[config.mk]
export PLATFORM = sky130hd
export DESIGN_NAME = fwsr_top
export DESIGN_NICKNAME = d
export VERILOG_FILES = /design/src/hdl/fwsr_pkg.sv /design/src/hdl/fwsr_cyc_if.sv /design/src/hdl/fwsr_pin_cycle.sv /design/src/hdl/fwsr_sync.sv /design/src/hdl/fwsr_top.sv
export SDC_FILE = /design/constraint.sdc
export NUM_CORES = 1
export LEC_CHECK = 0
export BUFFER_PORTS_ARGS = -buffer_cell sky130_fd_sc_hd__buf_2
export CAP_MARGIN = 20
export CORE_ASPECT_RATIO = 0.8
export CORE_UTILIZATION = 45
export DETAILED_ROUTE_END_ITERATION = 16
export PLACE_DENSITY = 0.77
export SYNTH_ARGS = -nofsm -noshare
export SYNTH_HDL_FRONTEND = slang
export SYNTH_SLANG_ARGS = --single-unit
[constraint.sdc]
create_clock -name pclk -period 4.7 [get_ports pclk]
set_input_delay 0 -clock pclk [delete_from_list [all_inputs] [get_ports pclk]]
set_output_delay 0 -clock pclk [all_outputs]
set_load 0.005 [all_outputs]
[src/hdl/fwsr_pkg.sv]
// Constants and types shared by the flash status host controller
package fwsr_pkg;
    // Clock and flash bus timing
    localparam int CLK_PERIOD_NS = 10;
    localparam int PULSE_NS      = 70;
    localparam int PULSE_CYC     = (PULSE_NS + CLK_PERIOD_NS - 1) / CLK_PERIOD_NS;
    localparam int RECOVER_NS    = 30;
    localparam int RECOVER_CYC   = (RECOVER_NS + CLK_PERIOD_NS - 1) / CLK_PERIOD_NS;
    localparam int SYNC_STAGES   = 2;
    localparam int ADDR_W        = 22;
    localparam int DATA_W        = 8;
    // Register byte offsets
    localparam logic [7:0] REG_CTRL   = 8'h00;
    localparam logic [7:0] REG_ADDR   = 8'h04;
    localparam logic [7:0] REG_WDATA  = 8'h08;
    localparam logic [7:0] REG_STATUS = 8'h0C;
    localparam logic [7:0] REG_RDATA  = 8'h10;
    // Status byte bit positions on the flash data bus
    localparam int BIT_POLL    = 7;
    localparam int BIT_TOGGLE1 = 6;
    localparam int BIT_TIMEOUT = 5;
    localparam int BIT_WINDOW  = 3;
    localparam int BIT_TOGGLE2 = 2;
    // Sticky event bits in the status register
    localparam int EV_DONE   = 0;
    localparam int EV_FAIL   = 1;
    localparam int EV_WINDOW = 2;
    localparam int EV_REJECT = 3;
    localparam int EV_SUSP   = 4;
    localparam int EV_BLOCK  = 5;
    localparam int EV_W      = 6;
    // Flash unlock cycles and command bytes, plain defaults
    localparam logic [ADDR_W-1:0] UNLOCK_A1 = 22'h000555;
    localparam logic [ADDR_W-1:0] UNLOCK_A2 = 22'h0002AA;
    localparam logic [DATA_W-1:0] UNLOCK_D1 = 8'hAA;
    localparam logic [DATA_W-1:0] UNLOCK_D2 = 8'h55;
    localparam logic [DATA_W-1:0] FC_PROG   = 8'hA0;
    localparam logic [DATA_W-1:0] FC_SETUP  = 8'h80;
    localparam logic [DATA_W-1:0] FC_SECTOR = 8'h30;
    localparam logic [DATA_W-1:0] FC_CHIP   = 8'h10;
    localparam logic [DATA_W-1:0] FC_RESET  = 8'hF0;
    localparam logic [DATA_W-1:0] FC_SUSP   = 8'hB0;
    localparam logic [DATA_W-1:0] FC_RESUME = 8'h30;

    typedef enum logic [3:0] {
        CMD_READ   = 4'h0,
        CMD_PROG   = 4'h1,
        CMD_SECT   = 4'h2,
        CMD_ADD    = 4'h3,
        CMD_CHIP   = 4'h4,
        CMD_RESET  = 4'h5,
        CMD_SUSP   = 4'h6,
        CMD_RESUME = 4'h7,
        CMD_POLL   = 4'h8
    } fwsr_cmd_t;

    typedef struct packed {
        logic              last;
        logic [ADDR_W-1:0] addr;
        logic [DATA_W-1:0] data;
    } fwsr_wr_t;
endpackage : fwsr_pkg

[src/hdl/fwsr_cyc_if.sv]
// One flash bus cycle request between sequencer and pin engine
`timescale 1ns/1ps
`default_nettype none
interface fwsr_cyc_if;
    logic                        req;
    logic                        write;
    logic [fwsr_pkg::ADDR_W-1:0] addr;
    logic [fwsr_pkg::DATA_W-1:0] wdata;
    logic                        ack;
    logic [fwsr_pkg::DATA_W-1:0] rdata;
    modport seq    (output req, write, addr, wdata, input ack, rdata);
    modport engine (input req, write, addr, wdata, output ack, rdata);
endinterface : fwsr_cyc_if
`default_nettype wire

[src/hdl/fwsr_pin_cycle.sv]
// Flash pin engine: one timed read or write cycle per request
`timescale 1ns/1ps
`default_nettype none
module fwsr_pin_cycle #(
    parameter int PULSE_CYC   = fwsr_pkg::PULSE_CYC,
    parameter int RECOVER_CYC = fwsr_pkg::RECOVER_CYC
) (
    // Clock and reset
    input  wire logic                        clk,
    input  wire logic                        rst_n,
    // Request
    fwsr_cyc_if.engine                       cyc,
    input  wire logic [fwsr_pkg::DATA_W-1:0] dq_sync,
    // Flash pins
    output logic                             ce_n,
    output logic                             oe_n,
    output logic                             we_n,
    output logic      [fwsr_pkg::ADDR_W-1:0] addr,
    output logic      [fwsr_pkg::DATA_W-1:0] dq_o,
    output logic                             dq_oe
);
    typedef enum logic [1:0] {
        PC_IDLE = 2'b00,
        PC_ACT  = 2'b01,
        PC_REC  = 2'b10
    } fwsr_pc_t;

    fwsr_pc_t   state;
    logic [7:0] cnt;

    if (PULSE_CYC < 1 || RECOVER_CYC < 1 || PULSE_CYC > 200 || RECOVER_CYC > 200) begin : g_chk
        $error("fwsr_pin_cycle: cycle counts out of range");
    end

    always_ff @(posedge clk or negedge rst_n) begin
        if (!rst_n) begin
            state     <= PC_IDLE;
            cnt       <= 8'h00;
            ce_n      <= 1'b1;
            oe_n      <= 1'b1;
            we_n      <= 1'b1;
            addr      <= '0;
            dq_o      <= '0;
            dq_oe     <= 1'b0;
            cyc.ack   <= 1'b0;
            cyc.rdata <= '0;
        end else begin
            cyc.ack <= 1'b0;
            unique case (state)
                PC_IDLE: if (cyc.req && !cyc.ack) begin
                    addr  <= cyc.addr;
                    ce_n  <= 1'b0;
                    state <= PC_ACT;
                    if (cyc.write) begin
                        we_n  <= 1'b0;
                        dq_oe <= 1'b1;
                        dq_o  <= cyc.wdata;
                        cnt   <= 8'(PULSE_CYC - 1);
                    end else begin
                        // Each read is its own output-enable pulse
                        oe_n <= 1'b0;
                        cnt  <= 8'(PULSE_CYC + fwsr_pkg::SYNC_STAGES - 1);
                    end
                end
                PC_ACT: if (cnt == 8'h00) begin
                    if (!oe_n) begin
                        cyc.rdata <= dq_sync;
                    end
                    ce_n  <= 1'b1;
                    oe_n  <= 1'b1;
                    we_n  <= 1'b1;
                    cnt   <= 8'(RECOVER_CYC - 1);
                    state <= PC_REC;
                end else begin
                    cnt <= cnt - 8'h01;
                end
                PC_REC: if (cnt == 8'h00) begin
                    dq_oe   <= 1'b0;
                    cyc.ack <= 1'b1;
                    state   <= PC_IDLE;
                end else begin
                    cnt <= cnt - 8'h01;
                end
                default: state <= PC_IDLE;
            endcase
        end
    end
endmodule : fwsr_pin_cycle
`default_nettype wire

[src/hdl/fwsr_sync.sv]
// Two-flop synchroniser for pin inputs
`timescale 1ns/1ps
`default_nettype none
module fwsr_sync #(
    parameter int WIDTH = 9
) (
    // Clock and reset
    input  wire logic             clk,
    input  wire logic             rst_n,
    // Data
    input  wire logic [WIDTH-1:0] d,
    output logic      [WIDTH-1:0] q
);
    logic [WIDTH-1:0] meta;

    for (genvar i = 0; i < WIDTH; i++) begin : g_bit
        always_ff @(posedge clk or negedge rst_n) begin
            if (!rst_n) begin
                meta[i] <= 1'b0;
                q[i]    <= 1'b0;
            end else begin
                meta[i] <= d[i];
                q[i]    <= meta[i];
            end
        end
    end
endmodule : fwsr_sync
`default_nettype wire

[src/hdl/fwsr_top.sv]
// Flash status host controller: APB registers, command sequencer, status polling
//
// Implementation choices: the APB register port and the address map.
`timescale 1ns/1ps
`default_nettype none
module fwsr_top (
    // APB clock and reset
    input  wire logic                        pclk,
    input  wire logic                        presetn,
    // APB slave
    input  wire logic [7:0]                  paddr,
    input  wire logic                        psel,
    input  wire logic                        penable,
    input  wire logic                        pwrite,
    input  wire logic [31:0]                 pwdata,
    output logic      [31:0]                 prdata,
    output logic                             pready,
    output logic                             pslverr,
    // Flash control pins
    output logic                             flash_ce_n,
    output logic                             flash_oe_n,
    output logic                             flash_we_n,
    output logic      [fwsr_pkg::ADDR_W-1:0] flash_addr,
    // Flash data pins
    output logic      [fwsr_pkg::DATA_W-1:0] flash_dq_o,
    output logic                             flash_dq_oe,
    input  wire logic [fwsr_pkg::DATA_W-1:0] flash_dq_i,
    // Flash ready/busy, open drain, high when ready
    input  wire logic                        ready_busy_out
);
    typedef enum logic [3:0] {
        S_IDLE     = 4'h0,
        S_READ     = 4'h1,
        S_PRECHK   = 4'h2,
        S_WIN_PRE  = 4'h3,
        S_WRITE    = 4'h4,
        S_POLL_A   = 4'h5,
        S_POLL_B   = 4'h6,
        S_WIN_POST = 4'h7,
        S_RESET_WR = 4'h8
    } fwsr_state_t;

    fwsr_cyc_if cyc ();

    fwsr_state_t                 state;
    fwsr_pkg::fwsr_cmd_t         cmd;
    fwsr_pkg::fwsr_wr_t          wr_step;
    logic [2:0]                  step;
    logic [fwsr_pkg::DATA_W-1:0] first;
    logic                        recheck;
    logic [fwsr_pkg::EV_W-1:0]   evt;
    logic [fwsr_pkg::EV_W-1:0]   sticky;
    logic [fwsr_pkg::ADDR_W-1:0] target;
    logic [fwsr_pkg::DATA_W-1:0] wdata;
    logic [fwsr_pkg::DATA_W-1:0] last;
    logic [fwsr_pkg::DATA_W-1:0] dq_s;
    logic                        rdy_s;
    logic                        apb_acc;
    logic                        apb_wr;
    logic                        start;
    logic [fwsr_pkg::DATA_W-1:0] d;

    // Pin inputs through two flops before use
    fwsr_sync #(
        .WIDTH (fwsr_pkg::DATA_W + 1)
    ) u_sync (
        .clk   (pclk),
        .rst_n (presetn),
        .d     ({ready_busy_out, flash_dq_i}),
        .q     ({rdy_s, dq_s})
    );

    fwsr_pin_cycle u_pins (
        .clk     (pclk),
        .rst_n   (presetn),
        .cyc     (cyc),
        .dq_sync (dq_s),
        .ce_n    (flash_ce_n),
        .oe_n    (flash_oe_n),
        .we_n    (flash_we_n),
        .addr    (flash_addr),
        .dq_o    (flash_dq_o),
        .dq_oe   (flash_dq_oe)
    );

    // Write cycle table per command
    function automatic fwsr_pkg::fwsr_wr_t seq_step(
        input fwsr_pkg::fwsr_cmd_t         c,
        input logic [2:0]                  i,
        input logic [fwsr_pkg::ADDR_W-1:0] a,
        input logic [fwsr_pkg::DATA_W-1:0] w
    );
        fwsr_pkg::fwsr_wr_t r;
        r = '{last: 1'b1, addr: a, data: fwsr_pkg::FC_RESET};
        if (c == fwsr_pkg::CMD_PROG || c == fwsr_pkg::CMD_SECT || c == fwsr_pkg::CMD_CHIP) begin
            unique case (i)
                3'h0: r = '{1'b0, fwsr_pkg::UNLOCK_A1, fwsr_pkg::UNLOCK_D1};
                3'h1: r = '{1'b0, fwsr_pkg::UNLOCK_A2, fwsr_pkg::UNLOCK_D2};
                3'h2: r = (c == fwsr_pkg::CMD_PROG) ?
                          fwsr_pkg::fwsr_wr_t'{1'b0, fwsr_pkg::UNLOCK_A1, fwsr_pkg::FC_PROG} :
                          fwsr_pkg::fwsr_wr_t'{1'b0, fwsr_pkg::UNLOCK_A1, fwsr_pkg::FC_SETUP};
                3'h3: r = (c == fwsr_pkg::CMD_PROG) ? fwsr_pkg::fwsr_wr_t'{1'b1, a, w} :
                          fwsr_pkg::fwsr_wr_t'{1'b0, fwsr_pkg::UNLOCK_A1, fwsr_pkg::UNLOCK_D1};
                3'h4: r = '{1'b0, fwsr_pkg::UNLOCK_A2, fwsr_pkg::UNLOCK_D2};
                default: r = (c == fwsr_pkg::CMD_CHIP) ?
                             fwsr_pkg::fwsr_wr_t'{1'b1, fwsr_pkg::UNLOCK_A1, fwsr_pkg::FC_CHIP} :
                             fwsr_pkg::fwsr_wr_t'{1'b1, a, fwsr_pkg::FC_SECTOR};
            endcase
        end else if (c == fwsr_pkg::CMD_ADD) begin
            r = '{1'b1, a, fwsr_pkg::FC_SECTOR};
        end else if (c == fwsr_pkg::CMD_SUSP) begin
            r = '{1'b1, a, fwsr_pkg::FC_SUSP};
        end else if (c == fwsr_pkg::CMD_RESUME) begin
            r = '{1'b1, a, fwsr_pkg::FC_RESUME};
        end
        return r;
    endfunction : seq_step

    function automatic logic mapped(input logic [7:0] a);
        return a == fwsr_pkg::REG_CTRL || a == fwsr_pkg::REG_ADDR || a == fwsr_pkg::REG_WDATA ||
               a == fwsr_pkg::REG_STATUS || a == fwsr_pkg::REG_RDATA;
    endfunction : mapped

    // APB slave: one wait state, effect at the completing edge
    assign apb_acc = psel & penable & pready;
    assign apb_wr  = apb_acc & pwrite;
    assign start   = apb_wr && paddr == fwsr_pkg::REG_CTRL && state == S_IDLE &&
                     pwdata[3:0] <= fwsr_pkg::CMD_POLL;

    always_ff @(posedge pclk or negedge presetn) begin
        if (!presetn) begin
            pready  <= 1'b0;
            pslverr <= 1'b0;
            prdata  <= 32'h00000000;
        end else begin
            pready  <= psel & penable & ~pready;
            pslverr <= psel & penable & ~pready & ~mapped(paddr);
            prdata  <= 32'h00000000;
            if (psel && penable && !pready && !pwrite) begin
                unique case (paddr)
                    fwsr_pkg::REG_CTRL:   prdata <= {28'h0000000, cmd};
                    fwsr_pkg::REG_ADDR:   prdata <= {10'h000, target};
                    fwsr_pkg::REG_WDATA:  prdata <= {24'h000000, wdata};
                    fwsr_pkg::REG_STATUS: prdata <= {16'h0000, last, rdy_s, sticky,
                                                     state != S_IDLE};
                    fwsr_pkg::REG_RDATA:  prdata <= {24'h000000, last};
                    default:              prdata <= 32'h00000000;
                endcase
            end
        end
    end

    // Software operands
    always_ff @(posedge pclk or negedge presetn) begin
        if (!presetn) begin
            target <= '0;
            wdata  <= '0;
        end else if (apb_wr && state == S_IDLE) begin
            if (paddr == fwsr_pkg::REG_ADDR) begin
                target <= pwdata[fwsr_pkg::ADDR_W-1:0];
            end
            if (paddr == fwsr_pkg::REG_WDATA) begin
                wdata <= pwdata[fwsr_pkg::DATA_W-1:0];
            end
        end
    end

    // Sticky events, write one to clear, a new event wins
    always_ff @(posedge pclk or negedge presetn) begin
        if (!presetn) begin
            sticky <= '0;
        end else if (apb_wr && paddr == fwsr_pkg::REG_STATUS) begin
            sticky <= (sticky & ~pwdata[fwsr_pkg::EV_W:1]) | evt;
        end else begin
            sticky <= sticky | evt;
        end
    end

    // Last byte read from the flash
    always_ff @(posedge pclk or negedge presetn) begin
        if (!presetn) begin
            last <= '0;
        end else if (cyc.ack && !cyc.write) begin
            last <= cyc.rdata;
        end
    end

    // Cycle request contents held stable while req is high
    always_comb begin
        wr_step   = seq_step(cmd, step, target, wdata);
        cyc.write = (state == S_WRITE) || (state == S_RESET_WR);
        cyc.addr  = (state == S_WRITE) ? wr_step.addr : target;
        cyc.wdata = (state == S_WRITE) ? wr_step.data : fwsr_pkg::FC_RESET;
    end

    assign d = cyc.rdata;

    // Command sequencer
    always_ff @(posedge pclk or negedge presetn) begin
        if (!presetn) begin
            state   <= S_IDLE;
            cmd     <= fwsr_pkg::CMD_READ;
            step    <= 3'h0;
            first   <= '0;
            recheck <= 1'b0;
            evt     <= '0;
            cyc.req <= 1'b0;
        end else begin
            evt <= '0;
            if (cyc.ack) begin
                cyc.req <= 1'b0;
            end else if (state != S_IDLE && !cyc.req) begin
                cyc.req <= 1'b1;
            end
            unique case (state)
                S_IDLE: if (start) begin
                    cmd     <= fwsr_pkg::fwsr_cmd_t'(pwdata[3:0]);
                    step    <= 3'h0;
                    recheck <= 1'b0;
                    unique case (pwdata[3:0])
                        fwsr_pkg::CMD_READ: state <= S_READ;
                        fwsr_pkg::CMD_PROG: state <= S_PRECHK;
                        fwsr_pkg::CMD_ADD:  state <= S_WIN_PRE;
                        fwsr_pkg::CMD_POLL: state <= S_POLL_A;
                        default:            state <= S_WRITE;
                    endcase
                end
                S_READ: if (cyc.ack) begin
                    evt[fwsr_pkg::EV_DONE] <= 1'b1;
                    state                  <= S_IDLE;
                end
                S_PRECHK: if (cyc.ack) begin
                    // A bit raised from 0 to 1 would only end in timeout
                    if (|(wdata & ~d)) begin
                        evt[fwsr_pkg::EV_BLOCK] <= 1'b1;
                        evt[fwsr_pkg::EV_DONE]  <= 1'b1;
                        state                   <= S_IDLE;
                    end else begin
                        state <= S_WRITE;
                    end
                end
                S_WIN_PRE: if (cyc.ack) begin
                    // Window closed: the add would be ignored
                    if (d[fwsr_pkg::BIT_WINDOW]) begin
                        evt[fwsr_pkg::EV_WINDOW] <= 1'b1;
                        evt[fwsr_pkg::EV_REJECT] <= 1'b1;
                        evt[fwsr_pkg::EV_DONE]   <= 1'b1;
                        state                    <= S_IDLE;
                    end else begin
                        state <= S_WRITE;
                    end
                end
                S_WRITE: if (cyc.ack) begin
                    if (!wr_step.last) begin
                        step <= step + 3'h1;
                    end else begin
                        step <= 3'h0;
                        unique case (cmd)
                            fwsr_pkg::CMD_ADD: state <= S_WIN_POST;
                            fwsr_pkg::CMD_RESET: begin
                                evt[fwsr_pkg::EV_DONE] <= 1'b1;
                                state                  <= S_IDLE;
                            end
                            default: state <= S_POLL_A;
                        endcase
                    end
                end
                S_POLL_A: if (cyc.ack) begin
                    first <= d;
                    state <= S_POLL_B;
                end
                S_POLL_B: if (cyc.ack) begin
                    if (d[fwsr_pkg::BIT_TOGGLE1] == first[fwsr_pkg::BIT_TOGGLE1]) begin
                        // Steady toggle one with toggling two: suspended sector
                        if (d[fwsr_pkg::BIT_TOGGLE2] != first[fwsr_pkg::BIT_TOGGLE2]) begin
                            evt[fwsr_pkg::EV_SUSP] <= 1'b1;
                        end
                        if (cmd == fwsr_pkg::CMD_SECT) begin
                            state <= S_WIN_POST;
                        end else begin
                            evt[fwsr_pkg::EV_DONE] <= 1'b1;
                            state                  <= S_IDLE;
                        end
                    end else if (cmd == fwsr_pkg::CMD_SECT) begin
                        state <= S_WIN_POST;
                    end else if (recheck) begin
                        evt[fwsr_pkg::EV_FAIL] <= 1'b1;
                        state                  <= S_RESET_WR;
                    end else begin
                        // Toggle may stop just as the timeout flag rises
                        recheck <= d[fwsr_pkg::BIT_TIMEOUT];
                        state   <= S_POLL_A;
                    end
                end
                S_WIN_POST: if (cyc.ack) begin
                    if (d[fwsr_pkg::BIT_WINDOW]) begin
                        evt[fwsr_pkg::EV_WINDOW] <= 1'b1;
                        evt[fwsr_pkg::EV_REJECT] <= (cmd == fwsr_pkg::CMD_ADD);
                    end
                    evt[fwsr_pkg::EV_DONE] <= 1'b1;
                    state                  <= S_IDLE;
                end
                S_RESET_WR: if (cyc.ack) begin
                    evt[fwsr_pkg::EV_DONE] <= 1'b1;
                    state                  <= S_IDLE;
                end
                default: state <= S_IDLE;
            endcase
        end
    end
endmodule : fwsr_top
`default_nettype wire

==> results of run 1 <==
[worst min path at each step]
stage,startpoint,to,slack [ns],depth (start not counted)
floorplan,presetn,cmd[0],-0.30,0
global placement,flash_dq_i[7],u_sync.meta[7],0.11,1
detailed placement,flash_dq_i[4],u_sync.meta[4],0.11,1
CTS,paddr[6],pslverr,0.03,3
global route,paddr[6],pslverr,0.07,3
finish,paddr[6],pslverr,0.04,3
[tightest hold or removal path, stage by stage]
cell and delay, ns:
buf_2 0.16, nor3_4 0.07, nor3_1 0.18
[synthesized netlist by cell type, drive strengths merged, types with 6 or more instances]
| cell | number |
|---|---|
| clkbuf | 17 |
| a21o | 11 |
| a21oi | 34 |
| and3 | 9 |
| inv | 26 |
| o31ai | 6 |
| a222oi | 8 |
| mux2i | 10 |
| nor3 | 10 |
| nor4 | 9 |
| mux2 | 52 |
| ha | 9 |
| o21ai | 57 |
| nand2 | 76 |
| dfrtp | 157 |
| nand2b | 6 |
| buf | 23 |
| nor2 | 61 |
[registers in the layout, summed over array words and instances, names as in the netlist, 8 cells and up]
name              count
prdata               22
target               22
u_pins.cyc.rdata      8
last                  8
u_pins.cnt            8
u_pins.dq_o           8
u_sync.meta           9
u_sync.q              9
wdata                 8
u_pins.addr          22
[cell type report]
type                            count  share of cell area [%]
Multi-Input combinational cell    446                    33.7
Inverter                           26                    1.10
Clock inverter                     12                    1.79
Tap cell                          215                    3.04
Timing Repair Buffer              141                    10.2
Sequential cell                   160                    45.2
Clock buffer                       20                    4.93
[where the power goes]
group / switching, W / leakage (nW) / total [W] / internal, W
sequential: 0.000176 / 2.10 / 0.00173 / 0.00156
clock: 0.000556 / 0.285 / 0.00139 / 0.000839
combinational: 0.000570 / 1.83 / 0.000982 / 0.000411
total: 0.00130 / 4.22 / 0.00411 / 0.00281
[per-layer routing]
metal  GRT usage, %  wire length (um)
met2           34.6              8050
met4           5.61               238
met5              0                 0
met1           31.5              7820
met3           6.32              1420
[per-stage QoR]
stage | cells | utilization (%) | instance area, sq um | setup slack (ns)
2_1_floorplan | 672 | - | 7330 | 2.34
3_3_place_gp | 952 | 50.0 | 7910 | 1.88
3_5_place_dp | 952 | 50.0 | 7910 | 1.81
4_1_cts | 1020 | 56.1 | 8860 | 1.76
5_1_grt | 1020 | 56.1 | 8860 | 1.51
6_report | 1020 | 56.1 | 8860 | 1.74
[cell families (layout without fill, tap and decap cells)]
group,count (synthesis),count (layout),share of synthesized area (%)
other,1,10,0.0514
AO/OA/AOI/OAI,154,154,13.5
AND/OR/NAND/NOR,207,207,14.5
adder cells (fa/ha/maj),9,9,1.54
XOR/XNOR,4,4,0.480
buffers and inverters,66,199,4.53
multiplexers,62,62,10.4
flip-flops,160,160,54.9
[what timing repair did]
item                                   4_1_cts  5_1_grt
buffers inserted                             0        0
endpoints found under the hold margin      153        0
hold buffers                                36        0
==> metrics, run 1 <==
post-route ant nets=0; status=complete, no violations; average size of a mapped cell=11.0 sq um; Hold Crit Class=in2reg; CP Class=reg2reg; total wire length=17500 um; core area=15800 sq um; antenna fix cells=0; clk sinks=160; Slew @ Worst Pin=0.994 ns; period utilization=63.1%; Port Buffers=101; gpl congestion=0.889; fraction of layout cells with a size suffix above 1=26.0%; FFs w/ async S/R, synth=100%; Setup Skew=0.0103 ns; H-tree levels=4; Critical Path RT=5.04 ns; most frequent cells in the layout=157 x dfrtp_1, 100 x buf_2, 74 x nand2_1, 60 x nor2_1, 54 x o21ai_0; sequential share of the synthesized area=54.9%; CP most frequent cell=ha_1; endpoint type of the worst setup path=flop; height of the die=116 um; clock root cell=clkbuf_16; max-slew violations=0; ys flop type=dfrtp_1; Multi-input gate area=2990 sq um; Post-synth EDFFs=0; initial antenna violation count=0; Min Clock Period, post-route=2.96 ns; Max FO, Critical Path=15; Yosys top cell by area=dfrtp_1; routed len/inst=17.2 um; clock-pin slew on the worst setup and hold paths=0.06 ns; Max VDD drop=0.321 mV; Setup crit start=step[0]; r2r setup slk=1.74 ns; YS warnings=0; row count=41; sequential cell area=4010 sq um; top post-synthesis cells by area=dfrtp_1 54%, mux2_2 4.9%, mux2_4 4.1%, nand2_1 3.8%, o21ai_0 3.7%; Arrival @ worst endpoint=3.30 ns; Vias=5608; I/O Pins=122; Final Power=0.00411 W; CP endpoint=state[0]; Crit path largest cell delay=0.65 ns; mapped cell area=7290 sq um; unrepaired setup endpoints after global routing=no; cell family with most CP delay=simple AND/OR/NAND/NOR gates; area share of the largest cell type after synthesis=53.9%; Congestion Overflow GR=0; Worst R2R Path Depth=8; crit start category=flop; Nets=855; number of global-route vias before repair=5361; HPWL Detailed=11800 um; Max Clk Rate=337 MHz; CTS tree=built; post-route setup TNS=0 ns; Layout area overhead=21.5%; drc violations=0; via/cell ratio=5.50; synthesis-stage register bit count=160; CP max stage cell=or4b_2; FF-to-FF End=state[0]; final hold violation count=0; first drt pass iteration count=5; Cells after Synth=663; global-route usage over all layers=22.5%; FILL cells=1344; Distinct cells, synth=77; reg2reg start=step[0]; CTS max path bufs=2; Worst path depth=8; worst hold slack=0.0376 ns; die area=16700 sq um; Initial Util=46.2%; Lkg Pwr=4.22 nW; Final setup viols=0; number of buffers created by CTS=17; Buf/Inv on CP=0; PD cells=464 nW/um^2; first-pass GRT wire length=28100 um; Critical Path, Cell by Cell=ha_1, ha_1, or4b_2, o31ai_1, or3_1, o22ai_4, a21oi_1, mux2i_1; number of DRC markers in iteration 0=479; Die X-Extent=144 um; most common cell after layout, fill and taps aside=dfrtp_1; largest net degree at the start of global routing=103; Max Cap Violations=0; post-cts resize count=0; worst rel slew slack=33.5%; Clock Latency Late Sink=0.42 ns
Note: power is estimated with default switching activity, not from simulation.
==> run 2: changes to the inputs <==
--- a/config.mk
+++ b/config.mk
@@ -10,7 +10,7 @@
 export CORE_ASPECT_RATIO = 0.8
 export CORE_UTILIZATION = 45
 export DETAILED_ROUTE_END_ITERATION = 16
-export PLACE_DENSITY = 0.77
+export PLACE_DENSITY = 0.8
 export SYNTH_ARGS = -nofsm -noshare
 export SYNTH_HDL_FRONTEND = slang
 export SYNTH_SLANG_ARGS = --single-unit
==> constraint.sdc (replaced) <==
create_clock -name pclk -period 2.54 [get_ports pclk]
set_input_delay 0 -clock pclk [delete_from_list [all_inputs] [get_ports pclk]]
set_output_delay 0 -clock pclk [all_outputs]
set_load 0.005 [all_outputs]
==> run 2 against run 1 <==
Against the previous run: highest routed layer unchanged; combinational power is 100% higher; largest power group unchanged; via count up 2.4%; critical path type unchanged; sequential share of layout area down 1.2 points; clock skew rose by 0.0027 ns.
==> metrics, run 2 (same netlist as run 1, synthesis figures left out) <==
fraction of layout cells with a size suffix above 1=28.9%; endpoint type of the worst setup path=flop; number of global-route vias before repair=5565; global-route usage over all layers=24.0%; Nets=877; Initial Util=46.2%; Final setup viols=0; Clock Latency Late Sink=0.43 ns; sequential cell area=4010 sq um; initial antenna violation count=0; CP max stage cell=or4b_2; HPWL Detailed=12700 um; most frequent cells in the layout=157 x dfrtp_1, 100 x buf_2, 74 x nand2_1, 60 x nor2_1, 54 x o21ai_0; post-route ant nets=0; final hold violation count=0; largest net degree at the start of global routing=71; CTS tree=built; core area=15800 sq um; met3 global-route usage=4.46%; cell family with most CP delay=simple AND/OR/NAND/NOR gates; routed len/inst=17.8 um; Critical Path, Cell by Cell=ha_1, ha_1, or4b_2, o31ai_1, nor2b_2, a211o_1, a21oi_1, a21oi_1; CP Class=reg2reg; Slew @ Worst Pin=0.696 ns; die area=16700 sq um; Lkg Pwr=4.37 nW; I/O Pins=122; GR peak layer=met2; crit start category=flop; Setup Skew=0.0130 ns; Global Route met1 Usage=33.4%; GRT met2 Usage=36.9%; Crit path largest cell delay=0.61 ns; Port Buffers=101; first-pass GRT wire length=29900 um; status=complete, no violations; most common cell after layout, fill and taps aside=dfrtp_1; Layout area overhead=24.9%; period utilization=92.9%; biggest registers after layout=prdata x22, target x22, u_pins.addr x22; post-route setup TNS=0 ns; Max VDD drop=0.505 mV; Multi-input gate area=3000 sq um; clock root cell=clkbuf_16; gpl congestion=0.895; Die X-Extent=144 um; total wire length=18500 um; Congestion Overflow GR=0; unrepaired setup endpoints after global routing=no; drc violations=0; Hold Crit Class=in2reg; H-tree levels=4; worst rel slew slack=53.1%; height of the die=116 um; Arrival @ worst endpoint=2.71 ns; Max Clk Rate=424 MHz; number of DRC markers in iteration 0=631; FILL cells=1295; clk sinks=160; Vias=5740; via/cell ratio=5.51; PD cells=865 nW/um^2; row count=41; Critical Path RT=2.89 ns; CTS max path bufs=2; max-slew violations=0; number of buffers created by CTS=17; Buf/Inv on CP=0; first drt pass iteration count=5; worst hold slack=0.0525 ns; antenna fix cells=0; Min Clock Period, post-route=2.36 ns; clock-pin slew on the worst setup and hold paths=0.07 ns; setup repair bufs after CTS=0; Max FO, Critical Path=6; Max Cap Violations=0
==> run 2: cell count changes in the layout (fill, tap and decap cells not counted), moves of 2 or more <==
cell / change
buf_4: +20
inv_6: +4
clkinvlp_4: -2
clkinv_4: -2
inv_8: +3
clkbuf_1: -3
buf_12: +3
==> run 2: layout make-up <==
type | instances | area share [%]
Inverter | 26 | 1.07
Clock buffer | 18 | 4.82
Multi-Input combinational cell | 446 | 33.0
Sequential cell | 160 | 44.0
Clock inverter | 14 | 2.09
Timing Repair Buffer | 163 | 12.1
Tap cell | 215 | 2.95
==> run 2: path summary, 6_finish.rpt <==
check	startpoint	to	slack, ns	cells after the start
min in group asynchronous	presetn	u_pins.dq_o[1]	0.16	2
setup reg to reg	step[0]	u_pins.addr[4]	0.18	8
hold / removal	paddr[6]	pslverr	0.05	3
setup / recovery	step[0]	u_pins.addr[4]	0.18	8
max in group asynchronous	presetn	u_sync.meta[8]	1.67	3
hold reg to reg	u_sync.meta[6]	u_sync.q[6]	0.35	0
==> run 2: metal layers <==
layer	vias to the layer above	routed length [um]
met5	-	0
met2	232	8570
met3	35	1280
li1	2635	-
met4	0	437
met1	2838	8210
==> run 2: power by group <==
group          internal, W  total (W)  switching [W]  leakage (nW)
registers          0.00288    0.00318       0.000296          2.10
clock network      0.00161    0.00272        0.00111         0.312
logic             0.000845    0.00198        0.00113          1.96
total              0.00534    0.00788        0.00254          4.37
==> run 2: tightest hold or removal path, stage by stage <==
cell and delay [ns]:
buf_2 0.16, nor3_4 0.08, nor3_1 0.19
==> run 2: timing repair <==
item / 4_1_cts / 5_1_grt
hold buffers: 35 / 0
setup endpoints to repair: 0 / 9
resized for setup: 0 / 4
endpoints found under the hold margin: 125 / 0
==> run 2: per-stage QoR <==
stage | worst slack [ns] | instances | area [sq um] | power (W) | util, %
after floorplan | 0.181 | 672 | 7330 | 0.00443 | -
after global placement | 0.211 | 975 | 8120 | 0.00505 | 51.4
after detailed placement | 0.149 | 975 | 8120 | 0.00511 | 51.4
after CTS | 0.120 | 1042 | 9090 | 0.00789 | 57.6
after global routing | 0.00716 | 1042 | 9110 | 0.00829 | 57.7
final | 0.180 | 1042 | 9110 | 0.00788 | 57.7
